<file path="config.mk">
export PLATFORM = sky130hd
export DESIGN_NAME = adcc_conv_ctrl
export DESIGN_NICKNAME = d
export VERILOG_FILES = /design/src/adcc_pkg.sv /design/src/adcc_clk_div.sv /design/src/adcc_conv_ctrl.sv /design/src/adcc_sar.sv
export VERILOG_INCLUDE_DIRS = /design/src
export SDC_FILE = /design/constraint.sdc
export NUM_CORES = 1
export LEC_CHECK = 0
export BUFFER_PORTS_ARGS = -buffer_cell sky130_fd_sc_hd__buf_2
export CAP_MARGIN = 5
export CELL_PAD_IN_SITES_DETAIL_PLACEMENT = 1
export CELL_PAD_IN_SITES_GLOBAL_PLACEMENT = 2
export CORE_ASPECT_RATIO = 1.1
export CORE_MARGIN = 5
export CORE_UTILIZATION = 35
export CTS_BUF_LIST = sky130_fd_sc_hd__clkbuf_2
export DETAILED_ROUTE_END_ITERATION = 8
export PLACE_DENSITY_LB_ADDON = 0.1
export SLEW_MARGIN = 0
export SYNTH_ARGS = -nofsm -noshare
export SYNTH_HDL_FRONTEND = slang
export SYNTH_SLANG_ARGS = --single-unit
</file>
<file path="constraint.sdc">
create_clock -name clock_i -period 2.5 [get_ports clock_i]
set_input_delay 0.125 -clock clock_i [delete_from_list [all_inputs] [get_ports clock_i]]
set_output_delay 0.125 -clock clock_i [all_outputs]
set_load 0.02 [all_outputs]
</file>
<file path="src/adcc_map.svh">
// Register map, field positions, reset values and timing counts of the converter control block.
// Contract
// Port pins become analog inputs only while the mux enable bit is set.
// The input select routes exactly the pin named by port and pin fields.
// Other pins of the selected port stay general-purpose I/O.
// Converter, track-and-hold and gain stage run only while converter enable is set.
// Gain field offers 0.5 to 16 and resets to gain one.
// Conversion clock is system clock divided by 1, 2, 4, 8 or 16.
// Start mode selects software busy write or timer two overflow as trigger.
// Busy reads one from conversion start until completion, then hardware clears it.
// Busy falling edge sets the done flag and raises the enabled interrupt; a busy fall caused by clearing converter enable does neither.
// Software polls the done flag, not busy, for on-demand completion.
// A finished conversion places its result in the data register.
// Track mode zero tracks continuously except during a conversion.
// Track mode one with software start tracks three conversion clocks first.
// Track mode one with timer start tracks three conversion clocks first.
// Tracking may be shut down during chip standby or sleep.
// Conversion lasts at least sixteen conversion clocks after tracking ends.
// Software keeps conversion clock under 2.5 MHz and rate under 100 ksps.
// Done flag stays set until software writes zero to it.
// Start requests during tracking or conversion are ignored.
`ifndef ADCC_MAP_SVH
`define ADCC_MAP_SVH

// ---------------------------------------------------------------
// Register offsets
// ---------------------------------------------------------------
`define ADCC_ADDR_SEL 8'hBB
`define ADCC_ADDR_CTL 8'hE8
`define ADCC_ADDR_CFG 8'hBC
`define ADCC_ADDR_DATA 8'hBF

// ---------------------------------------------------------------
// Field positions
// ---------------------------------------------------------------
`define ADCC_SEL_MUX_EN 5
`define ADCC_SEL_PORT_HI 4
`define ADCC_SEL_PORT_LO 3
`define ADCC_SEL_PIN_HI 2
`define ADCC_SEL_PIN_LO 0
`define ADCC_CTL_EN 7
`define ADCC_CTL_TRACK_MODE 6
`define ADCC_CTL_DONE 5
`define ADCC_CTL_BUSY 4
`define ADCC_CTL_MODE_HI 3
`define ADCC_CTL_MODE_LO 2
`define ADCC_CFG_DIV_HI 7
`define ADCC_CFG_DIV_LO 5
`define ADCC_CFG_GAIN_HI 2
`define ADCC_CFG_GAIN_LO 0

// ---------------------------------------------------------------
// Reset values and masks
// ---------------------------------------------------------------
`define ADCC_SEL_RESET 8'h00
`define ADCC_SEL_MASK 8'h3F
`define ADCC_CTL_RESET 8'h00
`define ADCC_CFG_RESET 8'h00
`define ADCC_DATA_RESET 8'h00
`define ADCC_START_TIMER 2'h1

// ---------------------------------------------------------------
// Timing counts in conversion clocks and system clocks
// ---------------------------------------------------------------
`define ADCC_TRACK_CLKS 2'h3
`define ADCC_CMP_SETTLE 3'h5
`define ADCC_DIV_MAX_SEL 3'h4

`endif

</file>
<file path="src/adcc_pkg.sv">
// Types shared by the converter control block.
`default_nettype none
package adcc_pkg;

    typedef enum logic [1:0] {
        ADCC_IDLE,
        ADCC_TRACK,
        ADCC_CONVERT
    } adcc_state_t;

    // Gain select codes; the reset code selects a gain of one.
    typedef enum logic [2:0] {
        ADCC_GAIN_1 = 3'h0,
        ADCC_GAIN_2 = 3'h1,
        ADCC_GAIN_4 = 3'h2,
        ADCC_GAIN_8 = 3'h3,
        ADCC_GAIN_16 = 3'h4,
        ADCC_GAIN_HALF = 3'h5
    } adcc_gain_t;

endpackage
`default_nettype wire

</file>
<file path="src/adcc_clk_div.sv">
// Conversion clock generator: one tick every 1, 2, 4, 8 or 16 system clocks.
`timescale 1ns/100ps
`include "adcc_map.svh"
`default_nettype none
module adcc_clk_div
    import adcc_pkg::*;
(
    input wire logic clock_i,
    input wire logic sys_rst_i,
    input wire logic run_i,
    input wire logic [2:0] div_sel_i,
    output logic tick_o
);

    logic [3:0] cnt_q;
    logic tick_q;
    logic [2:0] sel_clamped;
    logic [3:0] last_count;
    logic wrap;

    // Codes above the largest ratio fall back to the slowest clock, the safe side.
    assign sel_clamped = (div_sel_i > `ADCC_DIV_MAX_SEL) ? `ADCC_DIV_MAX_SEL : div_sel_i;
    assign last_count = 4'((5'h1 << sel_clamped) - 5'h1);
    assign wrap = (cnt_q >= last_count);

    always_ff @(posedge clock_i) begin
        if (sys_rst_i || !run_i) begin
            cnt_q <= 4'h0;
            tick_q <= 1'b0;
        end else begin
            cnt_q <= wrap ? 4'h0 : cnt_q + 4'h1;
            tick_q <= wrap;
        end
    end

    assign tick_o = tick_q;

endmodule // adcc_clk_div
`default_nettype wire

</file>
<file path="src/adcc_conv_ctrl.sv">
// Top of the converter control block: registers, start logic, tracking and pin selection.
`timescale 1ns/100ps
`include "adcc_map.svh"
`default_nettype none
module adcc_conv_ctrl
    import adcc_pkg::*;
#(
    parameter int WIDTH = 8,
    parameter int PINS = 32
) (
    input wire logic clock_i,
    input wire logic sys_rst_i,
    input wire logic [7:0] sfr_addr_i,
    input wire logic sfr_wr_i,
    input wire logic sfr_rd_i,
    input wire logic [7:0] sfr_wdata_i,
    output logic [7:0] sfr_rdata_o,
    input wire logic timer2_ovf_i,
    input wire logic chip_standby_i,
    input wire logic irq_enable_i,
    input wire logic cmp_i,
    output logic [PINS-1:0] analog_pin_o,
    output logic converter_power_o,
    output logic track_o,
    output logic [2:0] gain_o,
    output logic [WIDTH-1:0] dac_code_o,
    output logic conv_irq_o
);

    // -----------------------------------------------------------
    // Registers and state
    // -----------------------------------------------------------
    logic [7:0] analog_input_select_q;
    logic converter_enable_q;
    logic track_mode_select_q;
    logic conversion_done_flag_q;
    logic [1:0] start_mode_field_q;
    logic [2:0] conversion_clock_divider_q;
    logic [2:0] gain_select_field_q;
    logic [WIDTH-1:0] result_data_register_q;
    adcc_state_t state_q;
    logic [1:0] track_cnt_q;
    logic [7:0] rdata_q;
    logic [PINS-1:0] pin_q;
    logic power_q, track_q, irq_q;

    // -----------------------------------------------------------
    // Decode
    // -----------------------------------------------------------
    logic wr_sel, wr_ctl, wr_cfg;
    logic sw_start, hw_start, start_req, start_go;
    logic tick, sar_done, sar_start;
    logic [WIDTH-1:0] sar_result, sar_trial;
    logic busy, timer_mode, track_done;
    logic [7:0] ctl_view, cfg_view, read_mux;
    logic [4:0] pin_index;
    logic track_now;

    assign wr_sel = sfr_wr_i && (sfr_addr_i == `ADCC_ADDR_SEL);
    assign wr_ctl = sfr_wr_i && (sfr_addr_i == `ADCC_ADDR_CTL);
    assign wr_cfg = sfr_wr_i && (sfr_addr_i == `ADCC_ADDR_CFG);

    assign busy = (state_q != ADCC_IDLE);
    assign timer_mode = (start_mode_field_q == `ADCC_START_TIMER);
    assign sw_start = wr_ctl && sfr_wdata_i[`ADCC_CTL_BUSY] && !timer_mode;
    assign hw_start = timer2_ovf_i && timer_mode;
    assign start_req = sw_start || hw_start;
    // A request while busy is dropped rather than queued; software sees no error.
    assign start_go = start_req && converter_enable_q && !busy;
    assign track_done = tick && (track_cnt_q == `ADCC_TRACK_CLKS - 2'h1);
    assign sar_start = (start_go && !track_mode_select_q) || (state_q == ADCC_TRACK && track_done);

    // -----------------------------------------------------------
    // Conversion clock and sequencer
    // -----------------------------------------------------------
    adcc_clk_div u_div (
        .clock_i(clock_i),
        .sys_rst_i(sys_rst_i),
        .run_i(busy),
        .div_sel_i(conversion_clock_divider_q),
        .tick_o(tick)
    );

    adcc_sar #(
        .WIDTH(WIDTH)
    ) u_sar (
        .clock_i(clock_i),
        .sys_rst_i(sys_rst_i),
        .start_i(sar_start),
        .abort_i(!converter_enable_q),
        .tick_i(tick),
        .cmp_i(cmp_i),
        .trial_o(sar_trial),
        .result_o(sar_result),
        .done_o(sar_done)
    );

    // -----------------------------------------------------------
    // Control sequence
    // -----------------------------------------------------------
    always_ff @(posedge clock_i) begin
        if (sys_rst_i) begin
            state_q <= ADCC_IDLE;
            track_cnt_q <= 2'h0;
        end else begin
            case (state_q)
                ADCC_IDLE: begin
                    track_cnt_q <= 2'h0;
                    if (start_go) begin
                        state_q <= track_mode_select_q ? ADCC_TRACK : ADCC_CONVERT;
                    end
                end
                ADCC_TRACK: begin
                    if (!converter_enable_q) begin
                        state_q <= ADCC_IDLE;
                    end else if (track_done) begin
                        state_q <= ADCC_CONVERT;
                    end else if (tick) begin
                        track_cnt_q <= track_cnt_q + 2'h1;
                    end
                end
                ADCC_CONVERT: begin
                    if (!converter_enable_q || sar_done) begin
                        state_q <= ADCC_IDLE;
                    end
                end
                default: begin
                    state_q <= ADCC_IDLE;
                end
            endcase
        end
    end

    // -----------------------------------------------------------
    // Software registers
    // -----------------------------------------------------------
    always_ff @(posedge clock_i) begin
        if (sys_rst_i) begin
            analog_input_select_q <= `ADCC_SEL_RESET;
            {converter_enable_q, track_mode_select_q} <= 2'h0;
            start_mode_field_q <= 2'h0;
            conversion_clock_divider_q <= 3'(`ADCC_CFG_RESET >> `ADCC_CFG_DIV_LO);
            gain_select_field_q <= ADCC_GAIN_1;
        end else begin
            if (wr_sel) begin
                analog_input_select_q <= sfr_wdata_i & `ADCC_SEL_MASK;
            end
            if (wr_ctl) begin
                converter_enable_q <= sfr_wdata_i[`ADCC_CTL_EN];
                track_mode_select_q <= sfr_wdata_i[`ADCC_CTL_TRACK_MODE];
                start_mode_field_q <= sfr_wdata_i[`ADCC_CTL_MODE_HI:`ADCC_CTL_MODE_LO];
            end
            if (wr_cfg) begin
                conversion_clock_divider_q <= sfr_wdata_i[`ADCC_CFG_DIV_HI:`ADCC_CFG_DIV_LO];
                gain_select_field_q <= sfr_wdata_i[`ADCC_CFG_GAIN_HI:`ADCC_CFG_GAIN_LO];
            end
        end
    end

    // The done flag is set by completion and cleared only by writing zero; set wins.
    always_ff @(posedge clock_i) begin
        if (sys_rst_i) begin
            conversion_done_flag_q <= 1'b0;
            result_data_register_q <= `ADCC_DATA_RESET;
        end else begin
            if (sar_done && state_q == ADCC_CONVERT) begin
                conversion_done_flag_q <= 1'b1;
                result_data_register_q <= sar_result;
            end else if (wr_ctl && !sfr_wdata_i[`ADCC_CTL_DONE]) begin
                conversion_done_flag_q <= 1'b0;
            end
        end
    end

    // -----------------------------------------------------------
    // Read path
    // -----------------------------------------------------------
    assign ctl_view = {converter_enable_q, track_mode_select_q, conversion_done_flag_q, busy,
                       start_mode_field_q, 2'h0};
    assign cfg_view = {conversion_clock_divider_q, 2'h0, gain_select_field_q};
    assign read_mux = (sfr_addr_i == `ADCC_ADDR_SEL) ? analog_input_select_q :
                      (sfr_addr_i == `ADCC_ADDR_CTL) ? ctl_view :
                      (sfr_addr_i == `ADCC_ADDR_CFG) ? cfg_view :
                      (sfr_addr_i == `ADCC_ADDR_DATA) ? 8'(result_data_register_q) : 8'h00;

    always_ff @(posedge clock_i) begin
        if (sys_rst_i) begin
            rdata_q <= 8'h00;
        end else begin
            rdata_q <= sfr_rd_i ? read_mux : 8'h00;
        end
    end

    // -----------------------------------------------------------
    // Analog side outputs
    // -----------------------------------------------------------
    assign pin_index = analog_input_select_q[`ADCC_SEL_PORT_HI:`ADCC_SEL_PIN_LO];
    // Standby shuts the sampler off; continuous tracking otherwise pauses only for conversion.
    assign track_now = converter_enable_q && !chip_standby_i &&
                       (track_mode_select_q ? (state_q == ADCC_TRACK)
                                            : (state_q != ADCC_CONVERT));

    genvar g;
    generate
        for (g = 0; g < PINS; g++) begin : g_pin
            always_ff @(posedge clock_i) begin
                if (sys_rst_i) begin
                    pin_q[g] <= 1'b0;
                end else begin
                    pin_q[g] <= analog_input_select_q[`ADCC_SEL_MUX_EN] && (pin_index == 5'(g));
                end
            end
        end
    endgenerate

    always_ff @(posedge clock_i) begin
        if (sys_rst_i) begin
            power_q <= 1'b0;
            track_q <= 1'b0;
            irq_q <= 1'b0;
        end else begin
            power_q <= converter_enable_q;
            track_q <= track_now;
            irq_q <= conversion_done_flag_q && irq_enable_i;
        end
    end

    logic [2:0] gain_q;
    logic [WIDTH-1:0] dac_q;
    always_ff @(posedge clock_i) begin
        if (sys_rst_i) begin
            gain_q <= ADCC_GAIN_1;
            dac_q <= '0;
        end else begin
            gain_q <= gain_select_field_q;
            dac_q <= (state_q == ADCC_CONVERT) ? sar_trial : '0;
        end
    end

    assign sfr_rdata_o = rdata_q;
    assign analog_pin_o = pin_q;
    assign converter_power_o = power_q;
    assign track_o = track_q;
    assign gain_o = gain_q;
    assign dac_code_o = dac_q;
    assign conv_irq_o = irq_q;

endmodule // adcc_conv_ctrl
`default_nettype wire

</file>
<file path="src/adcc_sar.sv">
// Successive-approximation sequencer: trial code out, synchronised comparator in.
`timescale 1ns/100ps
`include "adcc_map.svh"
`default_nettype none
module adcc_sar
    import adcc_pkg::*;
#(
    parameter int WIDTH = 8
) (
    input wire logic clock_i,
    input wire logic sys_rst_i,
    input wire logic start_i,
    input wire logic abort_i,
    input wire logic tick_i,
    input wire logic cmp_i,
    output logic [WIDTH-1:0] trial_o,
    output logic [WIDTH-1:0] result_o,
    output logic done_o
);

    localparam int IDX_W = $clog2(WIDTH);

    logic s1_q, s2_q, s3_q, cmp_q;
    logic active_q, phase_q, done_q;
    logic [IDX_W-1:0] idx_q;
    logic [2:0] settle_q;
    logic [WIDTH-1:0] trial_q;
    logic settled, decide;
    logic [WIDTH-1:0] bit_mask, kept, next_bit;

    // -----------------------------------------------------------
    // Comparator crossing
    // -----------------------------------------------------------
    always_ff @(posedge clock_i) begin
        if (sys_rst_i) begin
            s1_q <= 1'b0;
            s2_q <= 1'b0;
            s3_q <= 1'b0;
            cmp_q <= 1'b0;
        end else begin
            s1_q <= cmp_i;
            s2_q <= s1_q;
            s3_q <= s2_q;
            if (s2_q == s3_q) begin
                cmp_q <= s3_q;
            end
        end
    end

    // -----------------------------------------------------------
    // Bit decisions
    // -----------------------------------------------------------
    // Each bit spends at least two conversion clocks, so eight bits take at least sixteen.
    // The settle wait covers the comparator crossing when the divider is small.
    assign settled = (settle_q == `ADCC_CMP_SETTLE);
    assign decide = active_q && tick_i && phase_q && settled;
    assign bit_mask = WIDTH'(1) << idx_q;
    assign kept = cmp_q ? trial_q : (trial_q & ~bit_mask);
    assign next_bit = bit_mask >> 1;

    always_ff @(posedge clock_i) begin
        if (sys_rst_i || abort_i) begin
            active_q <= 1'b0;
            phase_q <= 1'b0;
            idx_q <= '0;
            settle_q <= 3'h0;
            trial_q <= '0;
            done_q <= 1'b0;
        end else begin
            done_q <= 1'b0;
            if (!settled) begin
                settle_q <= settle_q + 3'h1;
            end
            if (start_i && !active_q) begin
                active_q <= 1'b1;
                phase_q <= 1'b0;
                idx_q <= IDX_W'(WIDTH - 1);
                settle_q <= 3'h0;
                trial_q <= WIDTH'(1) << (WIDTH - 1);
            end else if (active_q && tick_i && !phase_q) begin
                phase_q <= 1'b1;
            end else if (decide) begin
                phase_q <= 1'b0;
                settle_q <= 3'h0;
                trial_q <= kept | next_bit;
                idx_q <= idx_q - IDX_W'(1);
                if (idx_q == '0) begin
                    active_q <= 1'b0;
                    done_q <= 1'b1;
                end
            end
        end
    end

    assign result_o = trial_q;
    assign trial_o = trial_q;
    assign done_o = done_q;

endmodule // adcc_sar
`default_nettype wire

</file>
==> reports/summary.md <==
The flow ran to the end, and the final reports show no timing, DRC or antenna violations. The number of design rule violations left after detail routing is 0, and the proportion of netlist area held by the largest area contributor is 0.5181. The maximum number of pins on one net before global-route repair is 28, and the floorplan die area is 0.01433 mm^2. The count of flip-flops with a built-in enable after synthesis came out at 0. TritonCTS built the clock tree.

Once the clock tree was built, the setup fixing pass inserted 0 buffers. The first global-routing pass estimated 18,040 um of wire. Pin placement for this block handled 78 I/O pins. The share of the synthesized netlist area taken by xor and xnor gates was 0.008318.

The register bit count reported by yosys is 109. Subtracting the final worst setup slack from the clock period gives 2.193 ns. After synthesis, the largest family of logic cells by area is simple AND/OR/NAND/NOR gates. The endpoint class of the critical path is a register.

Measured along the y axis, the die boundary spans 125.1 um. In this run the horizontal extent of the chip is 114.6 um. For the number of vias in the routed layout, the log shows 3,522.

Among the stages of the critical path, the cell type that occurs most often is a21o_1. The finished layout holds 714 standard cells, fillers aside. By startpoint and endpoint, the worst setup path is classified as register to register. The logs give 0 for the final-report max-slew violation count and 0.0002110 V for the peak supply drop.

The pre-antenna-repair detailed-routing pass consisted of 4 iterations. The later pin in the worst-skew pair is clocked with a latency of 0.61 ns. The post-cts repair resize count was 0; the share of cell area taken by muxes after synthesis was 0.009507.

The actual slew at the worst max-slew pin is 0.5377 ns. The number of nets in the synthesized netlist is 498. Across the run, the number of max-cap violations was 0. Worst endpoint data arrival time: 2.75 ns. A synthesized cell averages 9.136 um^2. The root buffer cell chosen for the clock tree is clkbuf_2. Ranked by total cell area, the synthesized netlist is headed by dfxtp_1 (52%), a21oi_1 (6.1%), nand2_1 (4.5%). Post-route clock period utilization: 0.8772.

For the number of antenna violations at the first check in global routing, the log shows 0. The final weighted congestion in routability-driven placement is 0.7391, and the post-synthesis cell area is 0.004212 mm^2. The count of nets left with antenna violations once routing finished came out at 0. The core region is 0.01193 mm^2. The Yosys step of the flow raised 0 warnings.

The repair_antennas step left the layout with diodes totalling 0. After synthesis, the most frequently instantiated cells are dfxtp_1 (109), a21oi_1 (51), nand2_1 (50), nor2_1 (49), nand3_1 (27). The largest single stage delay on the critical path is 0.46 ns.

The deepest level of the CTS H-tree is 3, and the number of hold buffers added after cts is 20. In the routed layout, each cell is associated on average with a via count of 4.933. The final-report hold violation count is 0.

The area share of and/or/nand/nor cells after synthesis is 0.2614, and the clock input transition at the sequential cells of the worst setup and hold paths is 0.33 ns. The power density over cell area is 531.1 mW/mm^2. The share of layout cells above drive strength 1 was 0.2036. Dividing the detail-routed wire length by the instance count gives 15.13 um. Worst slew slack as a fraction of its limit: 0.6388. Most frequently used flop master after synthesis: dfxtp_1.

Summed over all layers, the routed wires come to 10,800 um. Complex-gate fraction of the synthesized area: 0.1272. Walking the worst path, the cells encountered are or3_1, ha_1, nand2b_1, a21o_1, a21o_1, a2111o_1, nor2_1. Setup violations remaining at the end of the flow were counted as 0. Clock tree synthesis inserted a total of 9 buffers. The share of async-settable or async-resettable flops after synthesis is 0. Relative to the synthesized area, the layout overhead comes to 20.20%.

The slowest cell on the critical path is a2111o_1. In this run the worst path has a maximum fanout of 6. The total global routing track utilization was 0.1563. The standard-cell row count was 42; the adder-cell share of the synthesized area was 0.03862.

The logs give 592 for the final-stage net count and 0.04220 ns for the largest clock skew in the final design. The category of cells accounting for the largest share of critical-path delay is compound AO/OA/AOI/OAI gates. Classification of the worst-slack hold path: input port to register. The cell count after synthesis came out at 461. Startpoint class of the critical path: a register. The logs give 141 for the DRC marker count from the first detailed-route iteration and 48 for the distinct cell type count after synthesis.

The initial cell density of the core is 0.3531, and the number of buffers and inverters on the critical path is 0. Once placement completed, the tool counted placed cells totaling 678. Setup repair after global routing left no endpoint under its margin. The leakage dissipation is 2.010 nW, and the via count of the first global-routing pass is 3,671. The final total negative setup slack is 0 ns. For the deepest clock path buffer count, the log shows 2. Data on the critical path is required at its endpoint by 3.06 ns. The remaining global-route overflow was 0. The run gives 109 as the clock sink count.

Summed over all instances, the cell type with the most area after synthesis is dfxtp_1. The logs give 0.5181 for the post-synthesis sequential area ratio and 456.0 MHz for the maximum achievable frequency. The sum of net half-perimeters after detailed placement was 8087 um.

The most frequent cell after synthesis was dfxtp_1. The number of port buffers is 77.
-- logic make-up (layout without fill, tap and decap cells) --
| logic type | after synthesis | count (layout) |
|---|---|---|
| DFF | 109 | 109 |
| and+or+nand+nor | 211 | 211 |
| AOI/OAI and AO/OA | 88 | 88 |
| muxes | 4 | 4 |
| adders and majority gates | 13 | 13 |
| buffers and inverters | 32 | 131 |
| xor gates and xnor gates | 4 | 4 |
-- flip-flops by register name, indices dropped and copies added, names as in the netlist, 4 cells and up --
register	cells
u_div.cnt_q	4
sfr_rdata_o	8
u_sar.result_o	8
dac_code_o	8
analog_pin_o	32
result_data_register_q	8
analog_input_select_q	6
-- through the flow --
step | worst slack (ns) | utilization | hold WS, ns | total power [mW] | cell area [um^2]
after floorplan | 0.4819 | - | 0.2043 | 1.814 | 4212
after global placement | 0.4135 | 0.3964 | 0.2926 | 1.850 | 4728
after detailed placement | 0.3365 | 0.3964 | 0.2984 | 1.851 | 4728
after CTS | 0.2907 | 0.4244 | 0.01871 | 2.735 | 5062
after global routing | 0.1784 | 0.4244 | 0.03376 | 2.814 | 5062
final | 0.3070 | 0.4244 | 0.07078 | 2.689 | 5062
-- tightest hold or removal path: stages --
cell and delay, ns:
buf_2 0.08, nand3b_1 0.09, o21ai_2 0.13, o21bai_1 0.11
o21ai_0 0.15
-- routing by layer --
| metal | vias to the layer above | GRT usage | wire, um |
|---|---|---|---|
| met2 | 54 | 0.2809 | 5570 |
| met1 | 1698 | 0.1864 | 4634 |
| met3 | 11 | 0.02272 | 432 |
| met4 | 0 | 0.05660 | 166 |
| met5 | - | 0 | 0 |
| li1 | 1759 | - | - |
-- power by group --
group          total [mW]  switching, mW  internal, mW
sequential           1.75        0.00130          1.75
combinational      0.0911         0.0482        0.0429
clock               0.846          0.663         0.183
total                2.69          0.712          1.98
-- layout by cell type (no fill, tap or decap), types with 2 or more instances in the layout --
| cell | synthesis | routed |
|---|---|---|
| nand3_1 | 27 | 27 |
| mux2i_1 | 4 | 4 |
| nor3_1 | 18 | 18 |
| clkbuf_2 | 0 | 9 |
| ha_1 | 13 | 13 |
| nor3b_1 | 3 | 3 |
| and3b_1 | 3 | 3 |
| inv_1 | 11 | 11 |
| a21oi_1 | 51 | 51 |
| o2bb2ai_1 | 2 | 2 |
| dlygate4sd3_1 | 0 | 20 |
| inv_6 | 0 | 2 |
| buf_4 | 0 | 7 |
| a21o_1 | 3 | 3 |
| nand2b_1 | 17 | 17 |
| dfxtp_1 | 109 | 109 |
| nand4_1 | 2 | 2 |
| nor2_1 | 49 | 49 |
| and3_1 | 2 | 2 |
| a22o_1 | 2 | 2 |
| or3_1 | 3 | 3 |
| o31ai_1 | 2 | 2 |
| nor3_4 | 2 | 2 |
| o2111a_1 | 2 | 2 |
| nor2b_1 | 11 | 11 |
| clkinv_8 | 0 | 3 |
| o21ai_0 | 16 | 16 |
| inv_8 | 0 | 2 |
| and2_1 | 9 | 9 |
| nand2_1 | 50 | 50 |
| buf_2 | 4 | 77 |
| xnor2_1 | 2 | 2 |
| a32o_1 | 2 | 2 |
| xor2_1 | 2 | 2 |
| nand3b_1 | 7 | 7 |
-- area by class of cell --
cell class                      count  area (um^2)
Multi-Input combinational cell    320         1874
Clock inverter                      7        88.84
Fill cell                        1454         6867
Timing Repair Buffer              104        638.1
Sequential cell                   109         2182
Clock buffer                        9        45.04
Inverter                           11        41.29
Tap cell                          154        192.7
-- path summary, 6_finish.rpt --
kind	start	end	slack, ns	cells past startpoint
max	conversion_clock_divider_q[2]	u_div.cnt_q[2]	0.31	7
min	timer2_ovf_i	state_q[0]	0.07	5
max reg2reg	conversion_clock_divider_q[2]	u_div.cnt_q[2]	0.31	7
min reg2reg	u_sar.s1_q	u_sar.s2_q	0.47	1
Power figures use the tool's default switching activity.
